[src/logic/e1sas_pkg.sv]
package e1sas_pkg;

   // ----------------------------------------------------------------------
   // register map (8-bit data, byte addresses)
   // ----------------------------------------------------------------------
   localparam logic [7:0] ADDR_ALARM_STATUS = 8'h06;
   localparam logic [7:0] ADDR_SYNC_STATUS  = 8'h1e;
   localparam logic [7:0] ADDR_CONTROL      = 8'h10;
   localparam logic [7:0] ADDR_INT_STATUS   = 8'h11;
   localparam logic [7:0] ADDR_INT_MASK     = 8'h12;

   // control register fields
   localparam int CTL_CRC4_MODE_BIT = 0;
   localparam int CTL_EXT_CL_BIT    = 1;
   localparam logic [7:0] CONTROL_RESET  = 8'h00;
   localparam logic [7:0] INT_MASK_RESET = 8'h00;

   // alarm status field positions
   localparam int ALM_SIG_ONES   = 7;
   localparam int ALM_DIST_MF    = 6;
   localparam int ALM_SIG_ZEROS  = 5;
   localparam int ALM_SLIP       = 4;
   localparam int ALM_UNFR_ONES  = 3;
   localparam int ALM_REMOTE     = 2;
   localparam int ALM_CARRIER    = 1;
   localparam int ALM_SYNC_LOSS  = 0;

   // ----------------------------------------------------------------------
   // line criteria
   // ----------------------------------------------------------------------
   localparam int          MF_FRAMES         = 16;
   localparam logic [3:0]  MF_LAST_FRAME     = 4'hf;
   localparam logic [1:0]  ZERO_LIMIT        = 2'h3;
   localparam logic [8:0]  UA_WINDOW_LAST    = 9'h1ff;
   localparam logic [1:0]  REMOTE_RUN        = 2'h3;
   localparam logic [11:0] CL_ZEROS_NORMAL   = 12'h0ff;
   localparam logic [11:0] CL_ZEROS_EXTENDED = 12'h800;
   localparam logic [7:0]  CL_WINDOW_LAST    = 8'hfe;
   localparam logic [5:0]  CL_ONES_CLEAR     = 6'h20;
   localparam int          DIST_MF_BIT       = 2;
   localparam int          REMOTE_BIT        = 5;

   // search period and host guidance, in ms
   localparam int CRC4_SEARCH_MS  = 8;
   localparam int CRC4_ABANDON_MS = 400;

   // ----------------------------------------------------------------------
   // carriers from the framer (same clock)
   // ----------------------------------------------------------------------
   typedef struct packed {
      logic fas_hunt;
      logic cas_hunt;
      logic crc4_hunt;
      logic crc4_timeout;
      logic crc4_locked;
      logic in_sync;
   } e1sas_sync_t;

   typedef struct packed {
      logic       valid;
      logic [3:0] frame;
      logic [7:0] data;
   } e1sas_ts16_t;

   typedef struct packed {
      logic       valid;
      logic [7:0] data;
   } e1sas_nfas_t;

endpackage : e1sas_pkg

[src/logic/e1sas_top.sv]
`timescale 1ns/1ps
`default_nettype none
module e1sas_top (
   input  wire logic                   clk_in,
   input  wire logic                   nrst_in,
   input  wire logic                   rx_clock_in,
   input  wire logic                   rx_positive_rail_in,
   input  wire logic                   rx_negative_rail_in,
   input  wire e1sas_pkg::e1sas_sync_t sync_in,
   input  wire e1sas_pkg::e1sas_ts16_t ts16_in,
   input  wire e1sas_pkg::e1sas_nfas_t nfas_in,
   input  wire logic [7:0]             addr_in,
   input  wire logic [7:0]             wdata_in,
   input  wire logic                   wr_in,
   input  wire logic                   rd_in,
   output logic [7:0]                  rdata_out,
   output logic                        irq_out
);

   // ----------------------------------------------------------------------
   // helpers
   // ----------------------------------------------------------------------
   function automatic logic [1:0] sat_zero_add(input logic [1:0] cnt, input logic is_zero);
      sat_zero_add = (is_zero && cnt < e1sas_pkg::ZERO_LIMIT) ? cnt + 2'h1 : cnt;
   endfunction : sat_zero_add

   function automatic logic [1:0] byte_zeros(input logic [1:0] cnt, input logic [7:0] b);
      logic [1:0] c;
      c = cnt;
      for (int i = 0; i < 8; i++) begin
         c = sat_zero_add(c, ~b[i]);
      end
      byte_zeros = c;
   endfunction : byte_zeros

   // ----------------------------------------------------------------------
   // pin synchronisers and bit strobe
   // ----------------------------------------------------------------------
   logic [1:0] clk_sync_r;
   logic [1:0] pos_sync_r;
   logic [1:0] neg_sync_r;
   logic       clk_last_r;
   logic       bit_en;
   logic       mark;

   always_ff @(posedge clk_in) begin
      if (!nrst_in) begin
         clk_sync_r <= 2'h0;
         pos_sync_r <= 2'h0;
         neg_sync_r <= 2'h0;
         clk_last_r <= 1'b0;
      end else begin
         clk_sync_r <= {clk_sync_r[0], rx_clock_in};
         pos_sync_r <= {pos_sync_r[0], rx_positive_rail_in};
         neg_sync_r <= {neg_sync_r[0], rx_negative_rail_in};
         clk_last_r <= clk_sync_r[1];
      end
   end

   assign bit_en = clk_sync_r[1] & ~clk_last_r;
   assign mark   = pos_sync_r[1] | neg_sync_r[1];

   // ----------------------------------------------------------------------
   // control registers
   // ----------------------------------------------------------------------
   logic [7:0] control_r;
   logic [7:0] int_mask_r;
   logic       wr_control;

   assign wr_control = wr_in && (addr_in == e1sas_pkg::ADDR_CONTROL);

   always_ff @(posedge clk_in) begin
      if (!nrst_in) begin
         control_r  <= e1sas_pkg::CONTROL_RESET;
         int_mask_r <= e1sas_pkg::INT_MASK_RESET;
      end else if (wr_in) begin
         if (addr_in == e1sas_pkg::ADDR_CONTROL) begin
            control_r <= wdata_in;
         end
         if (addr_in == e1sas_pkg::ADDR_INT_MASK) begin
            int_mask_r <= wdata_in;
         end
      end
   end

   // ----------------------------------------------------------------------
   // CRC4 search counter
   // ----------------------------------------------------------------------
   logic [5:0] crc4_search_count_r;

   always_ff @(posedge clk_in) begin
      if (!nrst_in) begin
         crc4_search_count_r <= 6'h00;
      end else if (!control_r[e1sas_pkg::CTL_CRC4_MODE_BIT]
                   || (wr_control && !wdata_in[e1sas_pkg::CTL_CRC4_MODE_BIT])) begin
         crc4_search_count_r <= 6'h00;
      end else if (sync_in.crc4_locked) begin
         crc4_search_count_r <= 6'h00;
      end else if (sync_in.crc4_timeout) begin
         crc4_search_count_r <= crc4_search_count_r + 6'h01;
      end
   end

   // ----------------------------------------------------------------------
   // signaling timeslot over one multiframe
   // ----------------------------------------------------------------------
   logic [7:0] prev_sig_r [e1sas_pkg::MF_FRAMES];
   logic [1:0] sig_zeros_r;
   logic       sig_any_one_r;
   logic       sig_change_r;
   logic       sig_ones_alarm_r;
   logic       sig_zeros_alarm_r;
   logic       dist_prev_r;
   logic       dist_alarm_r;
   logic [1:0] sig_zeros_nxt;
   logic       sig_change_nxt;
   logic       dist_bit;

   assign sig_zeros_nxt  = byte_zeros(sig_zeros_r, ts16_in.data);
   assign sig_change_nxt = sig_change_r || (prev_sig_r[ts16_in.frame] != ts16_in.data);
   assign dist_bit       = ts16_in.data[e1sas_pkg::DIST_MF_BIT];

   always_ff @(posedge clk_in) begin
      if (!nrst_in) begin
         for (int i = 0; i < e1sas_pkg::MF_FRAMES; i++) begin
            prev_sig_r[i] <= 8'h00;
         end
      end else if (ts16_in.valid) begin
         prev_sig_r[ts16_in.frame] <= ts16_in.data;
      end
   end

   always_ff @(posedge clk_in) begin
      if (!nrst_in) begin
         sig_zeros_r   <= 2'h0;
         sig_any_one_r <= 1'b0;
         sig_change_r  <= 1'b0;
      end else if (ts16_in.valid) begin
         if (ts16_in.frame == e1sas_pkg::MF_LAST_FRAME) begin
            sig_zeros_r   <= 2'h0;
            sig_any_one_r <= 1'b0;
            sig_change_r  <= 1'b0;
         end else begin
            sig_zeros_r   <= sig_zeros_nxt;
            sig_any_one_r <= sig_any_one_r | (|ts16_in.data);
            sig_change_r  <= sig_change_nxt;
         end
      end
   end

   always_ff @(posedge clk_in) begin
      if (!nrst_in) begin
         sig_ones_alarm_r  <= 1'b0;
         sig_zeros_alarm_r <= 1'b0;
      end else if (ts16_in.valid && ts16_in.frame == e1sas_pkg::MF_LAST_FRAME) begin
         sig_ones_alarm_r  <= (sig_zeros_nxt < e1sas_pkg::ZERO_LIMIT) || sig_change_nxt;
         sig_zeros_alarm_r <= !(sig_any_one_r | (|ts16_in.data)) || sig_change_nxt;
      end
   end

   always_ff @(posedge clk_in) begin
      if (!nrst_in) begin
         dist_prev_r  <= 1'b0;
         dist_alarm_r <= 1'b0;
      end else if (ts16_in.valid && ts16_in.frame == 4'h0) begin
         dist_prev_r <= dist_bit;
         if (dist_bit == dist_prev_r) begin
            dist_alarm_r <= dist_bit;
         end
      end
   end

   // ----------------------------------------------------------------------
   // unframed all ones over 512 bits
   // ----------------------------------------------------------------------
   logic [8:0] ua_pos_r;
   logic [1:0] ua_zeros_r;
   logic       ua_alarm_r;
   logic [1:0] ua_zeros_nxt;

   assign ua_zeros_nxt = sat_zero_add(ua_zeros_r, ~mark);

   always_ff @(posedge clk_in) begin
      if (!nrst_in) begin
         ua_pos_r   <= 9'h000;
         ua_zeros_r <= 2'h0;
         ua_alarm_r <= 1'b0;
      end else if (bit_en) begin
         ua_pos_r <= ua_pos_r + 9'h001;
         if (ua_pos_r == e1sas_pkg::UA_WINDOW_LAST) begin
            ua_zeros_r <= 2'h0;
            ua_alarm_r <= ua_zeros_nxt < e1sas_pkg::ZERO_LIMIT;
         end else begin
            ua_zeros_r <= ua_zeros_nxt;
         end
      end
   end

   // ----------------------------------------------------------------------
   // remote alarm from non-align frames
   // ----------------------------------------------------------------------
   logic [1:0] remote_run_r;
   logic       remote_last_r;
   logic       remote_alarm_r;
   logic       remote_bit;
   logic [1:0] remote_run_nxt;

   assign remote_bit     = nfas_in.data[e1sas_pkg::REMOTE_BIT];
   assign remote_run_nxt = (remote_bit != remote_last_r) ? 2'h1 :
                           (remote_run_r < e1sas_pkg::REMOTE_RUN) ? remote_run_r + 2'h1 : remote_run_r;

   always_ff @(posedge clk_in) begin
      if (!nrst_in) begin
         remote_run_r   <= 2'h0;
         remote_last_r  <= 1'b0;
         remote_alarm_r <= 1'b0;
      end else if (nfas_in.valid) begin
         remote_last_r <= remote_bit;
         remote_run_r  <= remote_run_nxt;
         if (remote_run_nxt == e1sas_pkg::REMOTE_RUN) begin
            remote_alarm_r <= remote_bit;
         end
      end
   end

   // ----------------------------------------------------------------------
   // carrier loss
   // ----------------------------------------------------------------------
   logic carrier_loss;

   e1sas_carrier_loss u_carrier_loss (
      .clk_in      (clk_in),
      .nrst_in     (nrst_in),
      .bit_en_in   (bit_en),
      .mark_in     (mark),
      .extended_in (control_r[e1sas_pkg::CTL_EXT_CL_BIT]),
      .loss_out    (carrier_loss)
   );

   // ----------------------------------------------------------------------
   // status registers
   // ----------------------------------------------------------------------
   logic [7:0] alarm_status;
   logic [7:0] sync_status;

   always_comb begin
      alarm_status                             = 8'h00;
      alarm_status[e1sas_pkg::ALM_SIG_ONES]    = sig_ones_alarm_r;
      alarm_status[e1sas_pkg::ALM_DIST_MF]     = dist_alarm_r;
      alarm_status[e1sas_pkg::ALM_SIG_ZEROS]   = sig_zeros_alarm_r;
      alarm_status[e1sas_pkg::ALM_SLIP]        = 1'b0;
      alarm_status[e1sas_pkg::ALM_UNFR_ONES]   = ua_alarm_r;
      alarm_status[e1sas_pkg::ALM_REMOTE]      = remote_alarm_r;
      alarm_status[e1sas_pkg::ALM_CARRIER]     = carrier_loss;
      alarm_status[e1sas_pkg::ALM_SYNC_LOSS]   = !sync_in.in_sync;
   end

   assign sync_status = {crc4_search_count_r[5:2], crc4_search_count_r[0],
                         sync_in.fas_hunt,
                         sync_in.cas_hunt,
                         sync_in.crc4_hunt};

   // ----------------------------------------------------------------------
   // interrupt: sticky on alarm rising edge, cleared by reading
   // ----------------------------------------------------------------------
   logic [7:0] alarm_last_r;
   logic [7:0] int_status_r;
   logic [7:0] alarm_rise;
   logic       rd_int;

   assign alarm_rise = alarm_status & ~alarm_last_r;
   assign rd_int     = rd_in && (addr_in == e1sas_pkg::ADDR_INT_STATUS);

   always_ff @(posedge clk_in) begin
      if (!nrst_in) begin
         alarm_last_r <= 8'h00;
         int_status_r <= 8'h00;
      end else begin
         alarm_last_r <= alarm_status;
         int_status_r <= (rd_int ? 8'h00 : int_status_r) | alarm_rise;
      end
   end

   assign irq_out = |(int_status_r & int_mask_r);

   // ----------------------------------------------------------------------
   // read port
   // ----------------------------------------------------------------------
   always_ff @(posedge clk_in) begin
      if (!nrst_in) begin
         rdata_out <= 8'h00;
      end else if (rd_in) begin
         unique case (addr_in)
            e1sas_pkg::ADDR_ALARM_STATUS: rdata_out <= alarm_status;
            e1sas_pkg::ADDR_SYNC_STATUS:  rdata_out <= sync_status;
            e1sas_pkg::ADDR_CONTROL:      rdata_out <= control_r;
            e1sas_pkg::ADDR_INT_STATUS:   rdata_out <= int_status_r;
            e1sas_pkg::ADDR_INT_MASK:     rdata_out <= int_mask_r;
            default:                      rdata_out <= 8'h00;
         endcase
      end else begin
         rdata_out <= 8'h00;
      end
   end

endmodule : e1sas_top
`default_nettype wire

[src/logic/e1sas_carrier_loss.sv]
`timescale 1ns/1ps
`default_nettype none
module e1sas_carrier_loss (
   input  wire logic clk_in,
   input  wire logic nrst_in,
   input  wire logic bit_en_in,
   input  wire logic mark_in,
   input  wire logic extended_in,
   output logic      loss_out
);

   logic [11:0] zero_run_r;
   logic [7:0]  win_pos_r;
   logic [5:0]  ones_r;
   logic [11:0] limit;

   assign limit = extended_in ? e1sas_pkg::CL_ZEROS_EXTENDED : e1sas_pkg::CL_ZEROS_NORMAL;

   // ----------------------------------------------------------------------
   // consecutive zero run
   // ----------------------------------------------------------------------
   always_ff @(posedge clk_in) begin
      if (!nrst_in) begin
         zero_run_r <= 12'h000;
      end else if (bit_en_in) begin
         if (mark_in) begin
            zero_run_r <= 12'h000;
         end else if (zero_run_r < limit) begin
            zero_run_r <= zero_run_r + 12'h001;
         end
      end
   end

   // ----------------------------------------------------------------------
   // ones density window
   // ----------------------------------------------------------------------
   always_ff @(posedge clk_in) begin
      if (!nrst_in) begin
         win_pos_r <= 8'h00;
         ones_r    <= 6'h00;
      end else if (bit_en_in) begin
         if (win_pos_r == e1sas_pkg::CL_WINDOW_LAST) begin
            win_pos_r <= 8'h00;
         end else begin
            win_pos_r <= win_pos_r + 8'h01;
         end
         // count restarts on the first bit of a window, so the last bit of a window still counts
         if (win_pos_r == 8'h00) begin
            ones_r <= {5'h00, mark_in};
         end else if (mark_in && ones_r < e1sas_pkg::CL_ONES_CLEAR) begin
            ones_r <= ones_r + 6'h01;
         end
      end
   end

   always_ff @(posedge clk_in) begin
      if (!nrst_in) begin
         loss_out <= 1'b0;
      end else if (zero_run_r >= limit) begin
         loss_out <= 1'b1;
      end else if (ones_r >= e1sas_pkg::CL_ONES_CLEAR) begin
         loss_out <= 1'b0;
      end
   end

endmodule : e1sas_carrier_loss
`default_nettype wire

[config.mk]
export PLATFORM = sky130hd
export DESIGN_NAME = e1sas_top
export DESIGN_NICKNAME = d
export VERILOG_FILES = /design/src/logic/e1sas_pkg.sv /design/src/logic/e1sas_top.sv /design/src/logic/e1sas_carrier_loss.sv
export SDC_FILE = /design/constraint.sdc
export NUM_CORES = 1
export LEC_CHECK = 0
export BUFFER_PORTS_ARGS = -buffer_cell sky130_fd_sc_hd__buf_2
export CORE_MARGIN = 2
export CORE_UTILIZATION = 55
export CTS_CLUSTER_DIAMETER = 200
export DETAILED_ROUTE_END_ITERATION = 8
export GPL_TIMING_DRIVEN = 0
export PLACE_DENSITY = 0.83
export SLEW_MARGIN = 20
export SYNTH_ARGS = -nofsm -noshare
export SYNTH_HDL_FRONTEND = slang
export SYNTH_SLANG_ARGS = --single-unit
[constraint.sdc]
create_clock -name clk_in -period 6.3 [get_ports clk_in]
set_input_delay 0 -clock clk_in [delete_from_list [all_inputs] [get_ports clk_in]]
set_output_delay 0 -clock clk_in [all_outputs]
set_load 0.005 [all_outputs]
# Yosys cells after proc, flatten, opt, wreduce, memory -nomap -nowiden
# Memories as Yosys holds them, arrays and structs flattened.
# Cells that the tools add are included.
dict set report word_totals {
  mem_bits_rw 128
  inputBits 51
  output_inout_bits 9
  memories 1
  regBits 104
}
dict set report op_classes {
  magnitude_cmp 16
  n_mux 32
  add_sub_neg 15
  bitwise_logic 18
  eq_ne 12
  n_reduce_logical 40
}
# name words width read_ports rd_ports_with_merged_regs wr line_no
set memory_table {}
lappend memory_table {prev_sig_r 16 8 1 0 16 e1sas_top.sv:107} ;# logic [7:0] prev_sig_r [e1sas_pkg::MF_FRAMES];
# operator n
set op_table {}
lappend op_table {{$pmux 8 s5} 1}
lappend op_table {{$mux 12} 3}
lappend op_table {{$eq 8x5->1 const B} 4}
lappend op_table {{$mux 2} 13}
lappend op_table {{$lt 2x2->1 const B} 12}
lappend op_table {{$mux 8} 3}
lappend op_table {{$reduce_or 8->1} 3}
lappend op_table {{$add 2x1->2 const B} 10}
lappend op_table {{$and 8x8->8} 2}
lappend op_table {{$reduce_and 2->1} 8}
lappend op_table {{$logic_and 1x1->1} 15}
lappend op_table {{$add 12x1->12 const B} 1}
lappend op_table {{$add 6x1->6 const B} 2}
lappend op_table {{$ge 12x12->1} 1}
lappend op_table {{$lt 12x12->1} 1}
lappend op_table {{$mux 6} 2}
lappend op_table {{$not 1->1} 11}
lappend op_table {{$add 9x1->9 const B} 1}
lappend op_table {{$eq 9x9->1 const B} 1}
lappend op_table {{$mux 1} 9}
lappend op_table {{$add 8x1->8 const B} 1}
lappend op_table {{$eq 8x3->1 const B} 1}
lappend op_table {{$eq 8x8->1 const B} 1}
lappend op_table {{$logic_not 8->1} 1}
lappend op_table {{17 further kinds} 26}

# Logic depth before layout (Yosys ltp)
dict set report logic_depth {
  depth_word 26
  mapped_depth 35
  ltp_nobuf 35
}

# By module
# From an unflattened synthesis, not the netlist that was laid out.
dict set report unflattened {
  cells_unflattened 1011
  hier_area_um2 11290.8
}
# module n_inst area_each_um2 seq_area_each_um2 cells_per_inst
set modules_own_cells {}
lappend modules_own_cells {e1sas_top 1 9556.7 5345.1 792}
lappend modules_own_cells {e1sas_carrier_loss 1 1734.2 540.5 219}

# Worst setup path after synthesis
# OpenSTA, ideal clock, no wires.
dict set report synth_path {
  path_kind {reg-to-reg}
  startpoint {reg sig_zeros_r[0]}
  endpoint {reg sig_zeros_r[1]}
  arrival_ps 5872
  n_path_buf 0
  slack_ps 301
  stages_incl_launch_ff 33
  period_less_slack_ps 5999
  required_time_ps 6172
  cell_sequence {dfxtp_1 -> ha_1 -> or3b_2 -> nand2_1 -> ha_1 -> or2_4 -> xor3_2 -> inv_1 -> ha_1 -> nor2_1 -> a311oi_1 -> a21o_1 -> ha_1 -> nor2_1 -> xnor3_2 -> ha_1 -> nor2_1 -> nor2_1 -> o21ai_0 -> nand2_1 -> ha_1 -> nor2_1 -> xor2_1 -> ha_1 -> nor2_1 -> mux2_2 -> ha_1 -> nor2_1 -> nor3_1 -> a22o_1 -> a21o_1 -> a31oi_1 -> nor2_1}
}
dict set report synth_between {
  elab_chain_cells 25
  word_cells_on_any_way 33
}
# item line_no
set synth_rtl {}
lappend synth_rtl {{start, declared} e1sas_top.sv:108} ;# logic [1:0] sig_zeros_r;
lappend synth_rtl {{start signal, assigned} e1sas_top.sv:144} ;# sig_zeros_r <= sig_zeros_nxt;
lappend synth_rtl {{$lt 2x2->1} e1sas_top.sv:24} ;# sat_zero_add = (is_zero && cnt < e1sas_pkg::ZERO_LIMIT) ? cnt + 2'h1 : cnt;
lappend synth_rtl {{$logic_and 1x1->1} e1sas_top.sv:24}
lappend synth_rtl {{$mux 2 *} e1sas_top.sv:24}
lappend synth_rtl {{$lt 2x2->1} e1sas_top.sv:24}
lappend synth_rtl {{$logic_and 1x1->1} e1sas_top.sv:24}
lappend synth_rtl {{$mux 2 *} e1sas_top.sv:24}
lappend synth_rtl {{$lt 2x2->1} e1sas_top.sv:24}
lappend synth_rtl {{$logic_and 1x1->1} e1sas_top.sv:24}
lappend synth_rtl {{[... 9 more ...]} -}
lappend synth_rtl {{$mux 2 *} e1sas_top.sv:24}
lappend synth_rtl {{$lt 2x2->1} e1sas_top.sv:24}
lappend synth_rtl {{$logic_and 1x1->1} e1sas_top.sv:24}
lappend synth_rtl {{$mux 2 *} e1sas_top.sv:24}
lappend synth_rtl {{$lt 2x2->1} e1sas_top.sv:24}
lappend synth_rtl {{$logic_and 1x1->1} e1sas_top.sv:24}
lappend synth_rtl {{$mux 2 *} e1sas_top.sv:24}
lappend synth_rtl {{$mux 2 *} e1sas_top.sv:139} ;# if (ts16_in.frame == e1sas_pkg::MF_LAST_FRAME) begin
# Mark *: on every way between the ends. The rest lies on a longest branch, timed or not.
# A chain may end at the register's enable or synchronous reset.

# Worst setup path in the final report
# Same ends and word-level chain as after synthesis.

==> impl_results.html <==
<table>
<tr><th>Metric</th><th>Value</th></tr>
<tr><th colspan="2">Status</th></tr>
<tr><td>Status</td><td>finished clean</td></tr>
<tr><th colspan="2">Synthesis</th></tr>
<tr><td>Main synth FF type</td><td>sky130_fd_sc_hd__edfxtp_1</td></tr>
<tr><td>Summed instance area of the synthesized netlist</td><td>10900 µm²</td></tr>
<tr><td>Post-synthesis simple-gate area fraction</td><td>19.4%</td></tr>
<tr><td>Netlist cell types</td><td>60</td></tr>
<tr><td>Mux cell area share after synthesis</td><td>8.89%</td></tr>
<tr><td>Yosys warning total</td><td>0</td></tr>
<tr><td>Fraction of registers with async set/reset</td><td>0%</td></tr>
<tr><td>Post-synthesis sequential element count</td><td>230</td></tr>
<tr><td>Share of the synthesized area in the top cell type</td><td>35.2%</td></tr>
<tr><td>Synthesized netlist cell count</td><td>989</td></tr>
<tr><td>Largest area contributor in the synthesized netlist</td><td>sky130_fd_sc_hd__edfxtp_1</td></tr>
<tr><td>Library cell with the highest instance count after synthesis</td><td>sky130_fd_sc_hd__edfxtp_1</td></tr>
<tr><td>Sequential element share of the synthesized area</td><td>53.9%</td></tr>
<tr><td>Synthesized netlist net count</td><td>1067</td></tr>
<tr><td>Post-Syn Area per Cell</td><td>11.0 µm²</td></tr>
<tr><td>Most frequent cells after synthesis</td><td>128 x sky130_fd_sc_hd__edfxtp_1, 121 x sky130_fd_sc_hd__and2_1, 102 x sky130_fd_sc_hd__dfxtp_1, 70 x sky130_fd_sc_hd__nor2_1, 66 x sky130_fd_sc_hd__nand2_1</td></tr>
<tr><td>Compound-cell area share of the yosys netlist</td><td>8.79%</td></tr>
<tr><td>Synthesized-area fraction occupied by adder cells</td><td>3.09%</td></tr>
<tr><td>Number of enable flip-flop cells after synthesis</td><td>128</td></tr>
<tr><td>Dominant combinational cell family by area after synthesis</td><td>simple AND/OR/NAND/NOR gates</td></tr>
<tr><td>Post-synthesis xor/xnor area fraction</td><td>3.31%</td></tr>
<tr><td>Largest cells by area after synthesis</td><td>sky130_fd_sc_hd__edfxtp_1 35%, sky130_fd_sc_hd__dfxtp_1 19%, sky130_fd_sc_hd__and2_1 6.9%</td></tr>
<tr><th colspan="2">Detailed routing</th></tr>
<tr><td>Via-to-Cell Ratio</td><td>6.23</td></tr>
<tr><td>Drt pass-1 iters</td><td>6</td></tr>
<tr><td>Routed wire length</td><td>28.6 mm</td></tr>
<tr><td>Detailed-route DRC error count</td><td>0</td></tr>
<tr><td>Wire length per cell after detailed routing</td><td>20.7 µm</td></tr>
<tr><td>Number of DRC markers in iteration 0</td><td>1232</td></tr>
<tr><td>Remaining antenna violation count</td><td>0</td></tr>
<tr><td>Number of vias after detailed routing</td><td>8607</td></tr>
<tr><th colspan="2">Min path</th></tr>
<tr><td>Class of the worst hold path</td><td>in -&gt; reg</td></tr>
<tr><td>Instance count along the most critical hold path</td><td>5</td></tr>
<tr><th colspan="2">Floorplanning</th></tr>
<tr><td>Row Count</td><td>51</td></tr>
<tr><td>Core ar.</td><td>19500 µm²</td></tr>
<tr><td>Die Wd</td><td>145 µm</td></tr>
<tr><td>Number of placed I/O pins</td><td>60</td></tr>
<tr><td>Die H</td><td>145 µm</td></tr>
<tr><td>Starting Density</td><td>56.1%</td></tr>
<tr><td>Die outline area</td><td>21000 µm²</td></tr>
<tr><th colspan="2">Clocking</th></tr>
<tr><td>CTS H-Tree Depth</td><td>1</td></tr>
<tr><td>TritonCTS Buffers</td><td>24</td></tr>
<tr><td>Clock-pin slew on the worst setup and hold paths</td><td>0.06 ns</td></tr>
<tr><td># clock sinks</td><td>230</td></tr>
<tr><td>CTS tree</td><td>done</td></tr>
<tr><td>Cell chosen for the clock root</td><td>sky130_fd_sc_hd__clkbuf_16</td></tr>
<tr><td>Clock latency on the worst-skew pair</td><td>0.52 ns</td></tr>
<tr><td>Clock Path Buffers</td><td>3</td></tr>
<tr><th colspan="2">Timing</th></tr>
<tr><td>Time the final worst path needs with I/O delays and setup</td><td>6.11 ns</td></tr>
<tr><td>Final-report hold violation count</td><td>0</td></tr>
<tr><td>Number of max-slew violations in the final report</td><td>0</td></tr>
<tr><td>Portion of the clock cycle consumed by the worst path in the final layout</td><td>97.1%</td></tr>
<tr><td>Final setup fails</td><td>0</td></tr>
<tr><td>Worst-case headroom to the max-slew limit</td><td>25.1%</td></tr>
<tr><td>Worst-case clock skew</td><td>0.00848 ns</td></tr>
<tr><td>Highest Clock Rate</td><td>164 MHz</td></tr>
<tr><td>Actual transition at the worst max-transition pin</td><td>1.11 ns</td></tr>
<tr><th colspan="2">Worst setup path</th></tr>
<tr><td>Levels on crit path</td><td>31</td></tr>
<tr><td>WP data arrival</td><td>6.50 ns</td></tr>
<tr><td>Setup crit end kind</td><td>register</td></tr>
<tr><td>Highest cell delay on the worst timing path</td><td>0.42 ns</td></tr>
<tr><td>Combined buffer and inverter count along the critical path</td><td>1</td></tr>
<tr><td>Peak fanout along the critical path</td><td>5</td></tr>
<tr><td>Slowest cell on the critical path</td><td>sky130_fd_sc_hd__dfxtp_1</td></tr>
<tr><td>Worst Setup Start Kind</td><td>register</td></tr>
<tr><td>Number of cells on the worst reg-to-reg path</td><td>31</td></tr>
<tr><td>Path type of the worst setup path</td><td>reg -&gt; reg</td></tr>
<tr><td>Most common cell on crit path</td><td>sky130_fd_sc_hd__ha_1</td></tr>
<tr><td>Required time worst endpoint</td><td>6.69 ns</td></tr>
<tr><td>Gate family responsible for the most delay along the worst path</td><td>adder cells</td></tr>
<tr><th colspan="2">Power and ir drop</th></tr>
<tr><td>Leak pwr</td><td>4.63 nW</td></tr>
<tr><td>Largest vdd supply drop</td><td>0.265 mV</td></tr>
<tr><td>Total power</td><td>4.10 mW</td></tr>
<tr><td>Power density of the placed cells</td><td>323 nW/µm²</td></tr>
<tr><th colspan="2">Final layout</th></tr>
<tr><td>Core utilization of the finished layout</td><td>65.2%</td></tr>
<tr><td>Number of filler cells placed in the layout</td><td>1418</td></tr>
<tr><td>Number of nets at the end of the flow</td><td>1175</td></tr>
<tr><td>Share of cells above drive strength 1</td><td>13.8%</td></tr>
<tr><td>Layout-stage area growth over the synthesis result</td><td>16.1%</td></tr>
<tr><th colspan="2">Flow run</th></tr>
<tr><td>Max-cap check violation count</td><td>0</td></tr>
<tr><th colspan="2">GRT</th></tr>
<tr><td>GRT Overall Usage</td><td>27.0%</td></tr>
<tr><td>Gr ovfl total</td><td>0</td></tr>
<tr><td>Antenna violations before repair</td><td>1</td></tr>
<tr><td>First-pass GRT wire length</td><td>45.2 mm</td></tr>
<tr><td>Largest net degree at the start of global routing</td><td>15</td></tr>
<tr><td>Number of global-route vias before repair</td><td>8392</td></tr>
<tr><th colspan="2">Placement</th></tr>
<tr><td>Half-perimeter wire length after detailed placement</td><td>18.6 mm</td></tr>
<tr><td>Last weighted congestion value of the routability-driven placer</td><td>0.959</td></tr>
<tr><td>I/O Buffers</td><td>47</td></tr>
</table>
[what timing repair did]
| action | CTS | global route |
|---|---|---|
| hold buffers | 30 | 0 |
| hold endpoints to repair | 35 | 0 |
| pin swaps | 0 | 5 |
| resized for setup | 6 | 16 |
| gates cloned | 0 | 0 |
| buffers inserted | 0 | 5 |
| setup endpoints to repair | 3 | 3 |
[area by class of cell]
| cell class | instances | area [µm²] | area share [%] |
|---|---|---|---|
| clock buffers | 31 | 658 | 5.19 |
| diodes | 1 | 2.50 | 0.0197 |
| well taps | 265 | 332 | 2.61 |
| clock inverters | 13 | 109 | 0.858 |
| flip-flops and latches | 230 | 5890 | 46.4 |
| multi-input cells | 684 | 4840 | 38.1 |
| plain buffers | 55 | 214 | 1.69 |
| inverters | 20 | 75.1 | 0.592 |
| repair buffers | 82 | 573 | 4.52 |
[worst reg2reg max path: cells and delay by family (launching register included)]
family / cells / cell delay (ns)
adders and majority gates: 8 / 1.84
and+or+nand+nor: 11 / 1.57
AOI/OAI and AO/OA: 7 / 1.03
xor gates and xnor gates: 3 / 0.76
DFF: 1 / 0.42
muxes: 1 / 0.34
buffers and inverters: 1 / 0.05
[sequential cells by signal, indices dropped and copies added (netlist names), 6 cells and up]
register                   cells
int_status_r                   7
u_carrier_loss.win_pos_r       8
rdata_out                      8
int_mask_r                     8
control_r                      8
u_carrier_loss.ones_r          6
prev_sig_r                   128
u_carrier_loss.zero_run_r     12
alarm_last_r                   7
ua_pos_r                       9
crc4_search_count_r            6
[power breakdown]
part           leakage, nW  switching (mW)  total, mW  internal [mW]
sequential            2.05          0.0240       1.67           1.64
combinational         2.21           0.530       1.03          0.497
clock                0.379           0.588       1.40          0.816
total                 4.63            1.14       4.10           2.96
[layout by cell type, fill, tap and decap left out, types with 11 or more instances in the layout]
cell and count:
sky130_fd_sc_hd__a21oi_1 55, sky130_fd_sc_hd__o21ai_0 24, sky130_fd_sc_hd__mux2i_1 25, sky130_fd_sc_hd__buf_2 53, sky130_fd_sc_hd__inv_1 17, sky130_fd_sc_hd__clkbuf_1 51
sky130_fd_sc_hd__o31ai_1 11, sky130_fd_sc_hd__dfxtp_1 102, sky130_fd_sc_hd__edfxtp_1 128, sky130_fd_sc_hd__xnor2_1 13, sky130_fd_sc_hd__nor3_1 28, sky130_fd_sc_hd__a22oi_1 17
sky130_fd_sc_hd__nand4_1 17, sky130_fd_sc_hd__and2_1 121, sky130_fd_sc_hd__o21ai_1 14, sky130_fd_sc_hd__nand3_1 36, sky130_fd_sc_hd__nand2_1 66, sky130_fd_sc_hd__xor2_1 18
sky130_fd_sc_hd__nor2_1 64, sky130_fd_sc_hd__mux2_2 14, sky130_fd_sc_hd__mux4_2 25, sky130_fd_sc_hd__dlygate4sd3_1 30, sky130_fd_sc_hd__ha_1 25, sky130_fd_sc_hd__clkbuf_16 25
[cell families (layout without fill, tap and decap cells)]
| logic type | Yosys count | after routing |
|---|---|---|
| flops | 230 | 230 |
| simple gates | 400 | 400 |
| xor+xnor | 35 | 35 |
| fa+ha+maj | 27 | 27 |
| mux | 64 | 64 |
| compound gates | 158 | 158 |
| buf+inv | 75 | 201 |
| other cells | 0 | 1 |
[layer usage]
metal  GRT usage, %  share of wire [%]  vias up
met1           35.8                 39     4151
met5              0                  0        -
met4           10.6                3.8        0
li1               -                  -     3830
met3           6.01                 10      107
met2           43.4                 47      519
[through the flow]
stage / std cells / setup WS (ns) / area [µm²] / hold slack (ns) / TNS [ns]
6_report: 1381 / 0.186 / 12700 / 0.0827 / 0
5_1_grt: 1380 / -0.0833 / 12700 / 0.117 / -0.0833
4_1_cts: 1375 / 0.0120 / 12600 / 0.0716 / 0
3_5_place_dp: 1301 / -0.305 / 11500 / 0.210 / -0.513
3_3_place_gp: 1301 / -0.0706 / 11500 / 0.209 / -0.0706
2_1_floorplan: 989 / 0.301 / 10900 / 0.0724 / 0
[worst paths after layout]
path | startpoint | endpoint | slack [ns]
setup / recovery | sig_zeros_r[0]$_SDFFE_PN0P_ | sig_zeros_r[1]$_SDFFE_PN0P_ | 0.19
hold / removal | addr_in[4] | control_r[2]$_SDFFE_PN0P_ | 0.08
setup reg to reg | sig_zeros_r[0]$_SDFFE_PN0P_ | sig_zeros_r[1]$_SDFFE_PN0P_ | 0.19
hold reg to reg | alarm_last_r[7]$_SDFF_PN0_ | int_status_r[7]$_SDFF_PN0_ | 0.41
Power figures use the tool's default switching activity.
